===== src/rtl/ipt_pkg.sv =====
// Package for the presented-interrupt report and proximity timer block.
// Assumes a 32-bit APB register bus with word-aligned registers.
package ipt_pkg;

  // Register byte offsets
  localparam logic [11:0] REPORT_OFFSET = 12'h000;
  localparam logic [11:0] RELOAD_OFFSET = 12'h004;
  localparam logic [11:0] CTRL_OFFSET   = 12'h008;

  // Report field layout
  localparam int PRIO_LSB = 8;
  localparam int PRIO_MSB = 10;
  localparam int VEC_LSB  = 0;
  localparam int VEC_MSB  = 5;

  // Control register field layout
  localparam int CTRL_SINGLE_BIT = 0;

  // Reset values
  localparam logic [31:0] REPORT_RESET = 32'h0000_0000;
  localparam logic [31:0] RELOAD_RESET = 32'h0000_0000;
  localparam logic [31:0] CTRL_RESET   = 32'h0000_0001;

  // Implemented-bit mask of the report register
  localparam logic [31:0] REPORT_MASK = 32'h0000_073F;

  // Timer states
  typedef enum logic [1:0] {
    IPT_IDLE,
    IPT_COUNT,
    IPT_FIRE
  } ipt_state_t;

endpackage : ipt_pkg


===== src/rtl/ipt_tmr_if.sv =====
// Interface between the register file and the proximity timer.
// Assumes both ends run on mclk.
`timescale 1ns/1ns
`default_nettype none
interface ipt_tmr_if;
  logic        trigger;
  logic [31:0] reload;
  logic        busy;
  logic        fire;
  logic [31:0] count;

  modport regs  (output trigger, output reload, input busy, input fire, input count);
  modport timer (input trigger, input reload, output busy, output fire, output count);
endinterface : ipt_tmr_if
`default_nettype wire


===== src/rtl/ipt_timer.sv =====
// Proximity timer: reload on trigger, count down, fire at zero.
// Assumes trigger is a one-cycle pulse in the mclk domain.
`timescale 1ns/1ns
`default_nettype none
module ipt_timer (
  input  wire logic mclk,
  input  wire logic rst,
  ipt_tmr_if.timer  tmr
);

  ipt_pkg::ipt_state_t stateR;
  ipt_pkg::ipt_state_t stateNxt;
  logic [31:0]         countR;
  logic [31:0]         countNxt;

  always_comb begin
    stateNxt = stateR;
    countNxt = countR;
    unique case (stateR)
      ipt_pkg::IPT_IDLE: begin
        if (tmr.trigger) begin
          countNxt = tmr.reload;
          stateNxt = (tmr.reload == 32'h0000_0000) ? ipt_pkg::IPT_FIRE : ipt_pkg::IPT_COUNT;
        end
      end
      ipt_pkg::IPT_COUNT: begin
        // Further triggers while held off do not restart the window
        countNxt = countR - 32'h0000_0001;
        if (countR == 32'h0000_0001) begin
          stateNxt = ipt_pkg::IPT_FIRE;
        end
      end
      ipt_pkg::IPT_FIRE: begin
        stateNxt = ipt_pkg::IPT_IDLE;
      end
    endcase
  end

  always_ff @(posedge mclk) begin
    if (rst) begin
      stateR <= ipt_pkg::IPT_IDLE;
      countR <= 32'h0000_0000;
    end else begin
      stateR <= stateNxt;
      countR <= countNxt;
    end
  end

  assign tmr.busy  = (stateR == ipt_pkg::IPT_COUNT);
  assign tmr.fire  = (stateR == ipt_pkg::IPT_FIRE);
  assign tmr.count = countR;

endmodule : ipt_timer
`default_nettype wire


===== src/rtl/ipt_top.sv =====
// Presented-interrupt report and proximity timer with APB slave.
// Assumes an APB master on mclk; interrupt requests come from same-clock logic.
// Function
// - Report priority of latest presented interrupt, bits 10:8
// - Report presented vector number in bits 5:0
// - Report meaningful only in single-vector configuration
// - Interrupt event loads timer from reload register
// - Report bits 31:11 and 7:6 read zero
//
// Local design decisions: the placing of the registers and the APB slave port.
`timescale 1ns/1ns
`default_nettype none
module ipt_top (
  input  wire logic        mclk,
  input  wire logic        rst,
  input  wire logic        psel,
  input  wire logic        penable,
  input  wire logic        pwrite,
  input  wire logic [11:0] paddr,
  input  wire logic [31:0] pwdata,
  output var  logic [31:0] prdata,
  output var  logic        pready,
  output var  logic        pslverr,
  input  wire logic        irqReq,
  input  wire logic [2:0]  irqPriority,
  input  wire logic [5:0]  irqVector,
  output var  logic        coreIrq,
  output var  logic [2:0]  corePriority,
  output var  logic [5:0]  coreVector,
  output var  logic        singleVector
);

  ipt_tmr_if tmr ();

  ipt_timer uTimer (
    .mclk (mclk),
    .rst  (rst),
    .tmr  (tmr)
  );

  ////////////////////////////////////////////////////////////////////////////
  // Register state

  logic [2:0]  prioR,    prioNxt;
  logic [5:0]  vecR,     vecNxt;
  logic [31:0] reloadR,  reloadNxt;
  logic        singleR,  singleNxt;
  logic        heldR,    heldNxt;
  logic [2:0]  heldPrioR, heldPrioNxt;
  logic [5:0]  heldVecR, heldVecNxt;
  logic        coreIrqR, coreIrqNxt;
  logic [31:0] prdataR,  prdataNxt;
  logic        preadyR,  preadyNxt;
  logic        pslverrR, pslverrNxt;
  logic        trigR,    trigNxt;

  logic        access;
  logic        wrEn;
  logic        mapped;
  logic [31:0] reportView;

  assign access = psel && penable && !preadyR;
  assign wrEn   = access && pwrite;
  assign mapped = (paddr == ipt_pkg::REPORT_OFFSET) ||
                  (paddr == ipt_pkg::RELOAD_OFFSET) ||
                  (paddr == ipt_pkg::CTRL_OFFSET);

  always_comb begin
    reportView = 32'h0000_0000;
    reportView[ipt_pkg::PRIO_MSB:ipt_pkg::PRIO_LSB] = prioR;
    reportView[ipt_pkg::VEC_MSB:ipt_pkg::VEC_LSB]   = vecR;
  end

  assign tmr.trigger = trigR;
  assign tmr.reload  = reloadR;

  ////////////////////////////////////////////////////////////////////////////
  // Next-state logic

  always_comb begin
    prioNxt     = prioR;
    vecNxt      = vecR;
    reloadNxt   = reloadR;
    singleNxt   = singleR;
    heldNxt     = heldR;
    heldPrioNxt = heldPrioR;
    heldVecNxt  = heldVecR;
    coreIrqNxt  = 1'b0;
    trigNxt     = 1'b0;
    prdataNxt   = prdataR;
    preadyNxt   = 1'b0;
    pslverrNxt  = 1'b0;

    // Requests are held off while the timer runs, then the highest-priority one is delivered
    if (irqReq && !heldR) begin
      heldNxt     = 1'b1;
      heldPrioNxt = irqPriority;
      heldVecNxt  = irqVector;
      trigNxt     = !tmr.busy;
    end else if (irqReq && heldR && irqPriority > heldPrioR) begin
      heldPrioNxt = irqPriority;
      heldVecNxt  = irqVector;
    end

    if (tmr.fire && heldR) begin
      coreIrqNxt  = 1'b1;
      heldNxt     = 1'b0;
      // Report only tracks presentations in single-vector configuration
      if (singleR) begin
        prioNxt = heldPrioR;
        vecNxt  = heldVecR;
      end
    end

    if (access) begin
      preadyNxt  = 1'b1;
      pslverrNxt = !mapped;
      if (!pwrite) begin
        unique case (paddr)
          ipt_pkg::REPORT_OFFSET: prdataNxt = reportView & ipt_pkg::REPORT_MASK;
          ipt_pkg::RELOAD_OFFSET: prdataNxt = reloadR;
          ipt_pkg::CTRL_OFFSET:   prdataNxt = {31'h0, singleR};
          default:                prdataNxt = 32'h0000_0000;
        endcase
      end
    end

    // Software writes lose to a presentation in the same cycle
    if (wrEn) begin
      unique case (paddr)
        ipt_pkg::REPORT_OFFSET: begin
          if (!(tmr.fire && heldR && singleR)) begin
            prioNxt = pwdata[ipt_pkg::PRIO_MSB:ipt_pkg::PRIO_LSB];
            vecNxt  = pwdata[ipt_pkg::VEC_MSB:ipt_pkg::VEC_LSB];
          end
        end
        ipt_pkg::RELOAD_OFFSET: reloadNxt = pwdata;
        ipt_pkg::CTRL_OFFSET:   singleNxt = pwdata[ipt_pkg::CTRL_SINGLE_BIT];
        default: ;
      endcase
    end
  end

  ////////////////////////////////////////////////////////////////////////////
  // Registers

  always_ff @(posedge mclk) begin
    if (rst) begin
      prioR     <= ipt_pkg::REPORT_RESET[ipt_pkg::PRIO_MSB:ipt_pkg::PRIO_LSB];
      vecR      <= ipt_pkg::REPORT_RESET[ipt_pkg::VEC_MSB:ipt_pkg::VEC_LSB];
      reloadR   <= ipt_pkg::RELOAD_RESET;
      singleR   <= ipt_pkg::CTRL_RESET[ipt_pkg::CTRL_SINGLE_BIT];
      heldR     <= 1'b0;
      heldPrioR <= 3'h0;
      heldVecR  <= 6'h00;
      coreIrqR  <= 1'b0;
      trigR     <= 1'b0;
      prdataR   <= 32'h0000_0000;
      preadyR   <= 1'b0;
      pslverrR  <= 1'b0;
    end else begin
      prioR     <= prioNxt;
      vecR      <= vecNxt;
      reloadR   <= reloadNxt;
      singleR   <= singleNxt;
      heldR     <= heldNxt;
      heldPrioR <= heldPrioNxt;
      heldVecR  <= heldVecNxt;
      coreIrqR  <= coreIrqNxt;
      trigR     <= trigNxt;
      prdataR   <= prdataNxt;
      preadyR   <= preadyNxt;
      pslverrR  <= pslverrNxt;
    end
  end

  assign prdata       = prdataR;
  assign pready       = preadyR;
  assign pslverr      = pslverrR;
  assign coreIrq      = coreIrqR;
  assign corePriority = prioR;
  assign coreVector   = vecR;
  assign singleVector = singleR;

endmodule : ipt_top
`default_nettype wire


===== config.mk =====
export PLATFORM = sky130hd
export DESIGN_NAME = ipt_top
export DESIGN_NICKNAME = d
export VERILOG_FILES = /design/src/rtl/ipt_pkg.sv /design/src/rtl/ipt_tmr_if.sv /design/src/rtl/ipt_timer.sv /design/src/rtl/ipt_top.sv
export SDC_FILE = /design/constraint.sdc
export NUM_CORES = 1
export LEC_CHECK = 0
export CAP_MARGIN = 20
export CORE_UTILIZATION = 35
export CTS_CLUSTER_SIZE = 10
export DETAILED_ROUTE_END_ITERATION = 10
export DONT_BUFFER_PORTS = 1
export SYNTH_ARGS = -nofsm -noshare
export SYNTH_HDL_FRONTEND = slang
export SYNTH_SLANG_ARGS = --single-unit

===== constraint.sdc =====
create_clock -name mclk -period 2.75 [get_ports mclk]
set_input_delay 0.4125 -clock mclk [delete_from_list [all_inputs] [get_ports mclk]]
set_output_delay 0.4125 -clock mclk [all_outputs]
set_load 0.02 [all_outputs]

==> results.md, run 1 <==
* Outcome: finished, final reports clean
* Total track usage at 20.15%
* WL met1 at 7.682 mm
* Diodes inserted at 0
* Power Dens Cells at 710.7 mW/mm²
* #FFs+latches synth at ~120
* Yosys cell types at between 50 and 60
* Setup-failing EPs final at 0
* FFs w/ async S/R, synth at 0%
* DP Wirelength at 11.08 mm
* Fmax at between 400 and 500 MHz
* Critical Path Fanout Max at 12
* Syn Nets at a little under 800
* Total power at approximately 4.6 mW
* Comb power frac at 7.5%
* Drt wl/cell at between 15 and 20 µm
* Max Slew Vio Count at 0
* Worst hold path type: in2reg
* Port Buffers at 0
* VDD IR max at between 0.0003 and 0.0004 V
* Crit share post-route at between 80% and 90%
* Root buffer cell: clkbuf_16
* LEAKAGE at about 2.2 nW
* Fillcell total at 1619
* CP Launch Type: register
* CP endpoint: uTimer.tmr.count[27]
* Post-Route WL at ~16 mm
* Crit path from: uTimer.tmr.count[12]
* Largest net degree at the start of global routing at between 90 and 100
* Crit path kind: reg2reg
* Violation count after the first detailed-routing iteration at roughly 380
* Reg power frac at about two fifths
* CP Capture Type: register
* Die height at around 130 µm
* CTS tree: done
* # resized after CTS at 0
* Internal Pwr Total at approximately 3.6 mW
* Final Hold Fails at 0
* Max_slew headroom at just under 50%
* Yosys top cell area share at approximately 43%
* Total CTS buffers at 17
* # IOs at between 100 and 150
* Synth area leaders: dfxtp_1, nand2_1, a21oi_1
* Pre-antenna DRT Iters at 5
* Mean post-synth cell area at about 8 µm²
* Mapped cell area at between 0.005 and 0.006 mm²
* Syn Inst Count at 729
* Avg Vias per Cell at 5.632
* Met2 WL at roughly 7.4 mm
* Post-CTS Setup Inserts at 0
* YS warnings at 0
* R2r startpoint: uTimer.tmr.count[12]
* Post-synth EDFFs at 0
* Post-CTS Hold Fix Bufs at 0
* Worst-Skew Late Latency at 420 ps
* Net switching power at approximately 1.1 mW
* Max Used Layer: met4
* Worst slew pin tran at a little under 800 ps
* Grt total ovfl at 0
* RSZ-0062 raised after global routing: false
* Area grow syn2layout at 14.75%
* Chip width at between 100 and 150 µm
* Worst path required time at between 3000 and 4000 ps
* ANT nets after route at 0
* Core area at between 0.015 and 0.02 mm²
* Clk slew on worst S/H paths at around 60 ps
* Met3 wire len at slightly above 1 mm
* Rows at 46
* Die area at about 0.017 mm²
* Highest-count cells in the layout ignoring fill and taps: nand2_1, dfxtp_1, a21oi_1, o21ai_0, nand3_1
* Number of global-route vias before repair at roughly 5000
* Maxcap violations at 0
* Net Sw Frac at a little under a quarter
* Vias after detailed routing at roughly 5300
* Seq/Total Area, Yosys at 42.92%
* Fin Clk Skew at around 6.6 ps
* Share of layout cells above drive strength 1 at about 8.4%
* Reg-to-reg critical path endpoint: uTimer.tmr.count[27]
* Most common cell after layout, fill and taps aside: nand2_1
* FF-to-FF path depth at 5
* Synth Flop Type: dfxtp_1
* DRC at 0
* Reg2Reg Setup Slack at around 520 ps
* H-tree depth at 4
* Area leader, netlist: dfxtp_1
* Final setup TNS at 0 ps
* Clock sinks at about 120
* Initial core utilization at between 30% and 40%
* Initial antenna violation count at 0
* GP Congestion at 0.8442
* Critical path arrival at between 2000 and 3000 ps
* CTS max path bufs at 2
* Clock share of power at between 50% and 60%
* Post-layout nets at 781
* First-pass GRT wire length at 26.23 mm
* Final Critical Period at around 2200 ps
-- final cells by class --
| class | count | area [µm²] | area share (%) |
|---|---|---|---|
| clock buffer | 19 | 442.9 | 6.783 |
| clock inverter | 12 | 197.7 | 3.027 |
| timing repair buffer | 17 | 127.6 | 1.954 |
| tap | 216 | 270.3 | 4.139 |
| inverter | 13 | 48.80 | 0.7473 |
| multi-input combinational | 543 | 3000 | 45.95 |
| sequential | 122 | 2442 | 37.40 |
-- worst max-delay path, stage by stage, from the launching register on --
cell	delay [ps]
dfxtp_1	380
nor4_4	440
nand3_1	430
nor3_1	450
a221oi_1	150
a311oi_1	270
-- power by group through the flow --
stage | logic, mW | registers, mW | clock network (mW)
after floorplan | 0.296 | 1.89 | 0
after global placement | 0.341 | 1.90 | 0
after detailed placement | 0.342 | 1.90 | 0
after CTS | 0.344 | 1.86 | 2.46
after global routing | 0.388 | 1.87 | 2.55
final | 0.347 | 1.86 | 2.43
-- per-stage QoR --
step	setup slack, ps	util, %	cell area, µm²	hold WS, ps	instances
floorplan	732.2	-	5690	431.6	729
global placement	635.9	37.07	5889	443.3	911
detailed placement	607.2	37.07	5889	446.8	911
CTS	560.6	41.11	6530	45.78	942
global route	289.2	41.11	6530	49.75	942
finish	520.9	41.11	6530	59.02	942
-- registers in the layout, indices dropped and copies added (netlist names) --
register          cells
coreIrq               1
corePriority          3
coreVector            6
heldPrioR             3
heldR                 1
heldVecR              6
prdata               32
pready                1
pslverr               1
reloadR              32
singleVector          1
tmr.trigger           1
uTimer.stateR         2
uTimer.tmr.count     32
-- Yosys cell counts, types with 2 or more instances --
library cell  number
nand2b_1           5
buf_1              2
or4_4              2
o211ai_1           2
nor4_1            23
nor4b_1            2
mux2i_1           17
a31oi_1           16
o31ai_1            3
a211oi_1           9
nor2_1            28
a21oi_1           88
and2_1             3
nor3_1            14
or3_4              2
or3_1              8
o22ai_1            4
a32o_1             2
buf_2              4
a21boi_0           2
o311ai_0           2
o32ai_1            3
nand3b_1           2
o31a_1             3
nand2_1          155
dfxtp_1          122
nand4_1            4
clkbuf_1          44
or4_1              4
o21ai_0           44
nor2b_1           12
a22oi_1           11
nand4b_1           3
o2bb2ai_1          4
ha_1               8
and3_1             6
inv_1             13
or2_2              2
nand3_1           36
-- per-layer routing --
| metal | GRT usage, % | vias to the layer above |
|---|---|---|
| li1 | - | 2590 |
| met1 | 28.40 | 2530 |
| met2 | 29.95 | 164 |
| met3 | 4.335 | 21 |
| met4 | 7.729 | 0 |
| met5 | 0 | - |
-- how the worst min path moves through the flow --
stage	startpoint	end	slack, ps	cells past startpoint
6_report	rst	prdata[14]	60	1
5_1_grt	rst	prdata[14]	50	1
4_1_cts	rst	prdata[7]	50	1
3_5_place_dp	heldVecR[5]	heldVecR[5]	450	2
3_3_place_gp	heldVecR[0]	heldVecR[0]	440	2
2_1_floorplan	heldVecR[0]	heldVecR[0]	430	2
-- cell families (layout without fill, tap and decap cells) --
kind of cell / after synthesis / in the layout / synth area share (%)
muxes: 18 / 18 / 3.188
adders and majority gates: 8 / 8 / 1.759
DFF: 122 / 122 / 42.92
and+or+nand+nor: 316 / 316 / 26.91
buffers and inverters: 64 / 61 / 4.442
AOI/OAI and AO/OA: 201 / 201 / 20.78
(Power assumes the default switching activity.)
==> run 2, diff against run 1 <==
==> constraint.sdc (replaced) <==
create_clock -name mclk -period 1.9 [get_ports mclk]
set_input_delay 0.285 -clock mclk [delete_from_list [all_inputs] [get_ports mclk]]
set_output_delay 0.285 -clock mclk [all_outputs]
set_load 0.02 [all_outputs]
==> results.md, run 2 (synthesis gave the netlist of run 1 again) <==
* Outcome: finished with violations
* Violated checks: hold timing, setup timing
* Crit path kind: reg2reg
* Root buffer cell: clkbuf_16
* Drt wl/cell at 17.41 µm (+0.25%)
* Hold WS at -65.77 ps (-124.8 ps)
* Setup-failing EPs final at 13 (+13)
* Largest net degree at the start of global routing at 93 (unchanged)
* Initial antenna violation count at 0 (unchanged)
* RSZ-0062 raised after global routing: true
* Post-Route WL at 17.66 mm (+7.9%)
* CP Launch Type: register
* Critical Path Fanout Max at 7 (-5)
* Fillcell total at 1575 (-2.7%)
* Crit share post-route at 106.7% (+26 points)
* Worst hold path type: in2reg
* Total CTS buffers at 17 (unchanged)
* Number of global-route vias before repair at 5309 (+9.1%)
* Design Area, Final at 0.007442 mm² (+14%)
* Hold-critical path depth at 1 (unchanged)
* CTS tree: done
* First-pass GRT wire length at 27.63 mm (+5.3%)
* Most common cell after layout, fill and taps aside: nand2_1
* Vias after detailed routing at 5642 (+6.4%)
* Post-layout nets at 853 (+9.2%)
* CTS max path bufs at 2 (unchanged)
* Worst path required time at 2200 ps (-870 ps)
* CP Capture Type: register
* Post-place instance area at 0.006360 mm² (+8.0%)
* Clk slew on worst S/H paths at 60 ps (about the same)
* Chip width at 129.5 µm (unchanged)
* Violation count after the first detailed-routing iteration at 457 (+22%)
* Total track usage at 21.22% (+1.1 points)
* Port Buffers at 0 (unchanged)
* Clock sinks at 122 (unchanged)
* H-tree depth at 4 (unchanged)
* FF-to-FF path depth at 5 (unchanged)
* Die height at 129.5 µm (unchanged)
* # IOs at 104 (unchanged)
* Final Hold Fails at 48 (+48)
* Maxcap violations at 0 (unchanged)
* Worst slew pin tran at 718.7 ps (-56.47 ps)
* Avg Vias per Cell at 5.564 (-1.2%)
* Final Critical Period at 2028 ps (-201.0 ps)
* Area grow syn2layout at 30.78%
* VDD IR max at 0.0005629 V (+44%)
* Pre-antenna DRT Iters at 5 (unchanged)
* Power Dens Cells at 914.5 mW/mm² (+29%)
* Fin Clk Skew at 6.456 ps (-0.1115 ps)
* Diodes inserted at 0 (unchanged)
* Die area at 0.01677 mm² (unchanged)
* Rows at 46 (unchanged)
* Max Slew Vio Count at 0 (unchanged)
* Initial core utilization at 35.82% (unchanged)
* DP Wirelength at 11.71 mm (+5.7%)
* Grt total ovfl at 0 (unchanged)
* Fmax at 493.1 MHz (+9.9%)
* Post-CTS Hold Fix Bufs at 13 (+13)
* Share of layout cells above drive strength 1 at 22.31% (+14 points)
* GP Congestion at 0.8612 (+2.0%)
* Critical path arrival at 2320 ps (-230 ps)
* Highest-count cells in the layout ignoring fill and taps: nand2_1, dfxtp_1, a21oi_1, buf_4, o21ai_0
* LEAKAGE at 2.653 nW (+19%)
* Slack of the critical path at -128.1 ps (-649.0 ps)
* Max_slew headroom at 51.91% (+3.8 points)
* Core area at 0.01589 mm² (unchanged)
* DRC at 0 (unchanged)
* ANT nets after route at 0 (unchanged)
* Worst-Skew Late Latency at 420 ps (about the same)
## run 2: cell count changes in the layout (fill, tap and decap cells not counted), sizes merged
cell / previous run / this run
or4: 6 / 7
buf: 17 / 80
clkbuf: 19 / 22
dlygate4sd3: 0 / 5
clkinvlp: 2 / 6
bufinv: 5 / 3
dlymetal6s4s: 0 / 1
clkinv: 5 / 2
## run 2: power breakdown
group          internal, mW  switching [mW]  leakage, nW  total [mW]
Clock                  2.15            1.18        0.282        3.33
Sequential             2.62          0.0644        0.990        2.68
Combinational         0.359           0.432         1.38       0.791
## run 2: worst max-delay path: stages (launching register included)
cell     delay (ps)
dfxtp_1         320
or3_4           440
or4_4           600
or4_4           430
nand3_2          70
a21oi_1          60
## run 2: worst paths after layout
kind / startpoint / endpoint / slack, ps
worst max register to register: uTimer.tmr.count[10] / uTimer.tmr.count[23] / -130
worst min register to register: heldVecR[3] / heldVecR[3] / 460
worst max-delay path: uTimer.tmr.count[10] / uTimer.tmr.count[23] / -130
worst min-delay path: rst / prdata[14] / -70
## run 2: final cells by class
class                      instances  area [µm²]  share of cell area, %
clock buffer                      20       466.7                  6.271
clock inverter                    11       145.1                  1.950
inverter                          13       48.80                 0.6557
multi-input combinational        544        3302                  44.37
sequential                       122        2451                  32.94
tap                              216       270.3                  3.631
timing repair buffer              88       758.2                  10.19
## run 2: metrics by stage
step	setup WS (ps)	TNS, ps	util (%)	total power [mW]	instances
floorplan	-82.71	-100.0	-	3.170	729
global placement	-99.63	-543.2	40.04	3.359	968
detailed placement	-116.0	-831.9	40.04	3.359	968
CTS	-96.68	-966.6	44.94	6.708	1013
global route	-157.5	-1600	46.85	7.023	1014
finish	-128.1	-725.4	46.85	6.806	1014
## run 2: per-layer routing
| layer | up-vias | global-route usage, % | wire (µm) |
|---|---|---|---|
| li1 | 2740 | - | - |
| met1 | 2702 | 28.99 | 8216 |
| met2 | 181 | 32.16 | 8078 |
| met3 | 19 | 5.780 | 1145 |
| met4 | 0 | 7.250 | 218 |
| met5 | - | 0 | 0 |
## run 2: timing repair
item	4_1_cts	5_1_grt
cloned	1	2
endpoints found under the setup margin	20	40
pin swaps	2	22
resized for setup	7	65
buffers inserted	0	7
hold endpoints to repair	91	85
==> run 3, diff against run 2 <==
--- a/config.mk
+++ b/config.mk
@@ -5,11 +5,13 @@
 export SDC_FILE = /design/constraint.sdc
 export NUM_CORES = 1
 export LEC_CHECK = 0
+export ABC_CLOCK_PERIOD_IN_PS = 1900
 export CAP_MARGIN = 20
-export CORE_UTILIZATION = 35
+export CORE_UTILIZATION = 50
 export CTS_CLUSTER_SIZE = 10
 export DETAILED_ROUTE_END_ITERATION = 10
 export DONT_BUFFER_PORTS = 1
+export PLACE_DENSITY_LB_ADDON = 0.3
 export SYNTH_ARGS = -nofsm -noshare
 export SYNTH_HDL_FRONTEND = slang
 export SYNTH_SLANG_ARGS = --single-unit
==> results.md, run 3 (synthesis gave the netlist of run 1 again) <==
* Slack of the critical path at -164.5 ps (-36.44 ps)
* Reg power frac at 39.9% (+0.5 points)
* R2r startpoint: uTimer.tmr.count[3]
* FF-to-FF path depth at 6 (+1)
* Max Slew Vio Count at 0 (unchanged)
* Fillcell total at 865 (-45%)
* Net Sw Frac at 25.93% (+1.3 points)
* Layout Cells excl Fill at 930 (-8.3%)
* Final Critical Period at 2065 ps (+36.44 ps)
* Final setup TNS at -1155 ps (-429.6 ps)
* Worst slew pin tran at 740.7 ps (+22.01 ps)
* Post-layout nets at 844 (-1.1%)
* Maxcap violations at 0 (unchanged)
* Rows at 38 (-17%)
* Largest net degree at the start of global routing at 93 (unchanged)
* CP Launch Type: register
* Internal Pwr Total at 4.989 mW (-2.7%)
* Max_slew headroom at 50.44% (-1.5 points)
* DP Wirelength at 11.78 mm (+0.55%)
* Total CTS buffers at 17 (unchanged)
* Area grow syn2layout at 26.45%
* Vias after detailed routing at 5863 (+3.9%)
* Min-Delay Endpoint: prdata[12]
* Post-Route Utilization at 65.52% (+19 points)
* Core area at 0.01098 mm² (-31%)
* Highest-count cells in the layout ignoring fill and taps: nand2_1, dfxtp_1, a21oi_1, buf_4
* Chip width at 108.7 µm (-16%)
* Hold wc startpoint: rst
* ANT nets after route at 0 (unchanged)
* Diodes inserted at 0 (unchanged)
* Fin Clk Skew at 10.38 ps (+3.926 ps)
* Critical path arrival at 2370 ps (+50 ps)
* Port Buffers at 0 (unchanged)
* Reg2Reg Setup Slack at -160 ps (-40 ps)
* VDD IR max at 0.0005842 V (+3.8%)
* Clock share of power at 47.9% (-1.1 points)
* Post-CTS Hold Fix Bufs at 10 (-3)
* Clk slew on worst S/H paths at 60 ps (about the same)
* Violation count after the first detailed-routing iteration at 567 (+24%)
* Total track usage at 30.38% (+9.2 points)
* Post-place instance area at 0.006157 mm² (-3.2%)
* CTS tree: done
* Net switching power at 1.747 mW (+4.0%)
* H-tree depth at 4 (unchanged)
* Initial antenna violation count at 0 (unchanged)
* Number of global-route vias before repair at 5594 (+5.4%)
* Seq. cell area at 0.002451 mm² (unchanged)
* Avg Vias per Cell at 6.304 (+13%)
* Final Hold Fails at 42 (-13%)
* Fmax at 484.4 MHz (-1.8%)
* Root buffer cell: clkbuf_16
* Multi-input logic area at 0.003286 mm² (-0.49%)
* Comb power frac at 12.3% (+0.7 points)
* Most common cell after layout, fill and taps aside: nand2_1
* Critical Path Fanout Max at 5 (-2)
* Worst hold path type: in2reg
* Die height at 108.7 µm (-16%)
* CP Capture Type: register
* Drt wl/cell at 19.23 µm (+10%)
* Pre-antenna DRT Iters at 6 (+1)
* Reg-to-reg critical path endpoint: uTimer.tmr.count[19]
* LEAKAGE at 2.543 nW (-4.1%)
* Worst-Skew Late Latency at 430 ps (about the same)
* Grt total ovfl at 0 (unchanged)
* Pre-CTS WS at -127.1 ps (-11.09 ps)
* DRC at 0 (unchanged)
* First-pass GRT wire length at 27.39 mm (-0.85%)
* RSZ-0062 raised after global routing: true
* GP Congestion at 0.8806 (+2.3%)
* Setup-failing EPs final at 14 (+1)
* Post-Route WL at 17.89 mm (+1.3%)
* Crit share post-route at 108.7% (+1.9 points)
* Share of layout cells above drive strength 1 at 20.51% (-1.8 points)
* Violated checks: hold timing, setup timing
* Worst path required time at 2210 ps (about the same)
* # IOs at 104 (unchanged)
* Hold-critical path depth at 1 (unchanged)
* Clock sinks at 122 (unchanged)
* Design Area, Final at 0.007196 mm² (-3.3%)
* Placed cell count at 881 (-9.0%)
* Crit path kind: reg2reg
* Hold WS at -63.41 ps (+2.363 ps)
* Outcome: finished with violations
* Initial core utilization at 51.81% (+16 points)
* Die area at 0.01181 mm² (-30%)
* Power Dens Cells at 936.1 mW/mm² (+2.4%)
* CTS max path bufs at 2 (unchanged)
[run 3: worst max-delay path by stage]
stage,start,to,slack [ps]
global route,uTimer.tmr.count[3],uTimer.tmr.count[19],-240
global placement,uTimer.tmr.count[10],uTimer.tmr.count[24],-100
detailed placement,uTimer.tmr.count[10],uTimer.tmr.count[24],-130
CTS,uTimer.tmr.count[3],uTimer.tmr.count[23],-110
floorplan,uTimer.tmr.count[12],uTimer.tmr.count[21],-80
finish,uTimer.tmr.count[3],uTimer.tmr.count[19],-160
[run 3: layer usage]
| layer | track usage [%] | vias to the layer above | part of all wire (%) |
|---|---|---|---|
| met5 | 0 | - | 0 |
| met4 | 12.26 | 0 | 3.2 |
| met3 | 9.922 | 63 | 8.1 |
| met2 | 47.29 | 308 | 47 |
| met1 | 38.79 | 2780 | 42 |
| li1 | - | 2712 | - |
[run 3: power by group through the flow]
stage,sequential [mW],combinational (mW),clock [mW]
detailed placement,2.74,0.608,0
global placement,2.73,0.589,0
CTS,2.68,0.677,3.24
global route,2.69,0.881,3.35
floorplan,2.73,0.440,0
finish,2.68,0.827,3.22
[run 3: area by class of cell]
cell class	instances	share of cell area [%]
timing repair buffer	79	8.903
multi-input combinational	544	45.66
tap	140	2.434
clock buffer	19	6.295
inverter	13	0.6781
clock inverter	13	1.965
sequential	122	34.06
[run 3: critical path: stages (launching register included)]
cell and delay [ps]:
dfxtp_1 310, or3_4 420, buf_4 150, or4_4 590, o31a_1 260, o21ai_1 140, a21oi_1 80
[run 3: timing repair]
| item | in CTS | in global routing |
|---|---|---|
| resized for setup | 18 | 46 |
| hold endpoints to repair | 96 | 86 |
| gates cloned | 1 | 1 |
| endpoints found under the setup margin | 22 | 24 |
| pin swaps | 2 | 17 |
| buffers inserted | 0 | 5 |
[run 3: per-stage QoR]
| stage | power (mW) | hold slack [ps] |
|---|---|---|
| floorplan | 3.170 | 413.5 |
| global placement | 3.323 | 358.8 |
| detailed placement | 3.345 | 363.1 |
| CTS | 6.602 | -82.18 |
| global route | 6.925 | -96.71 |
| finish | 6.736 | -63.41 |
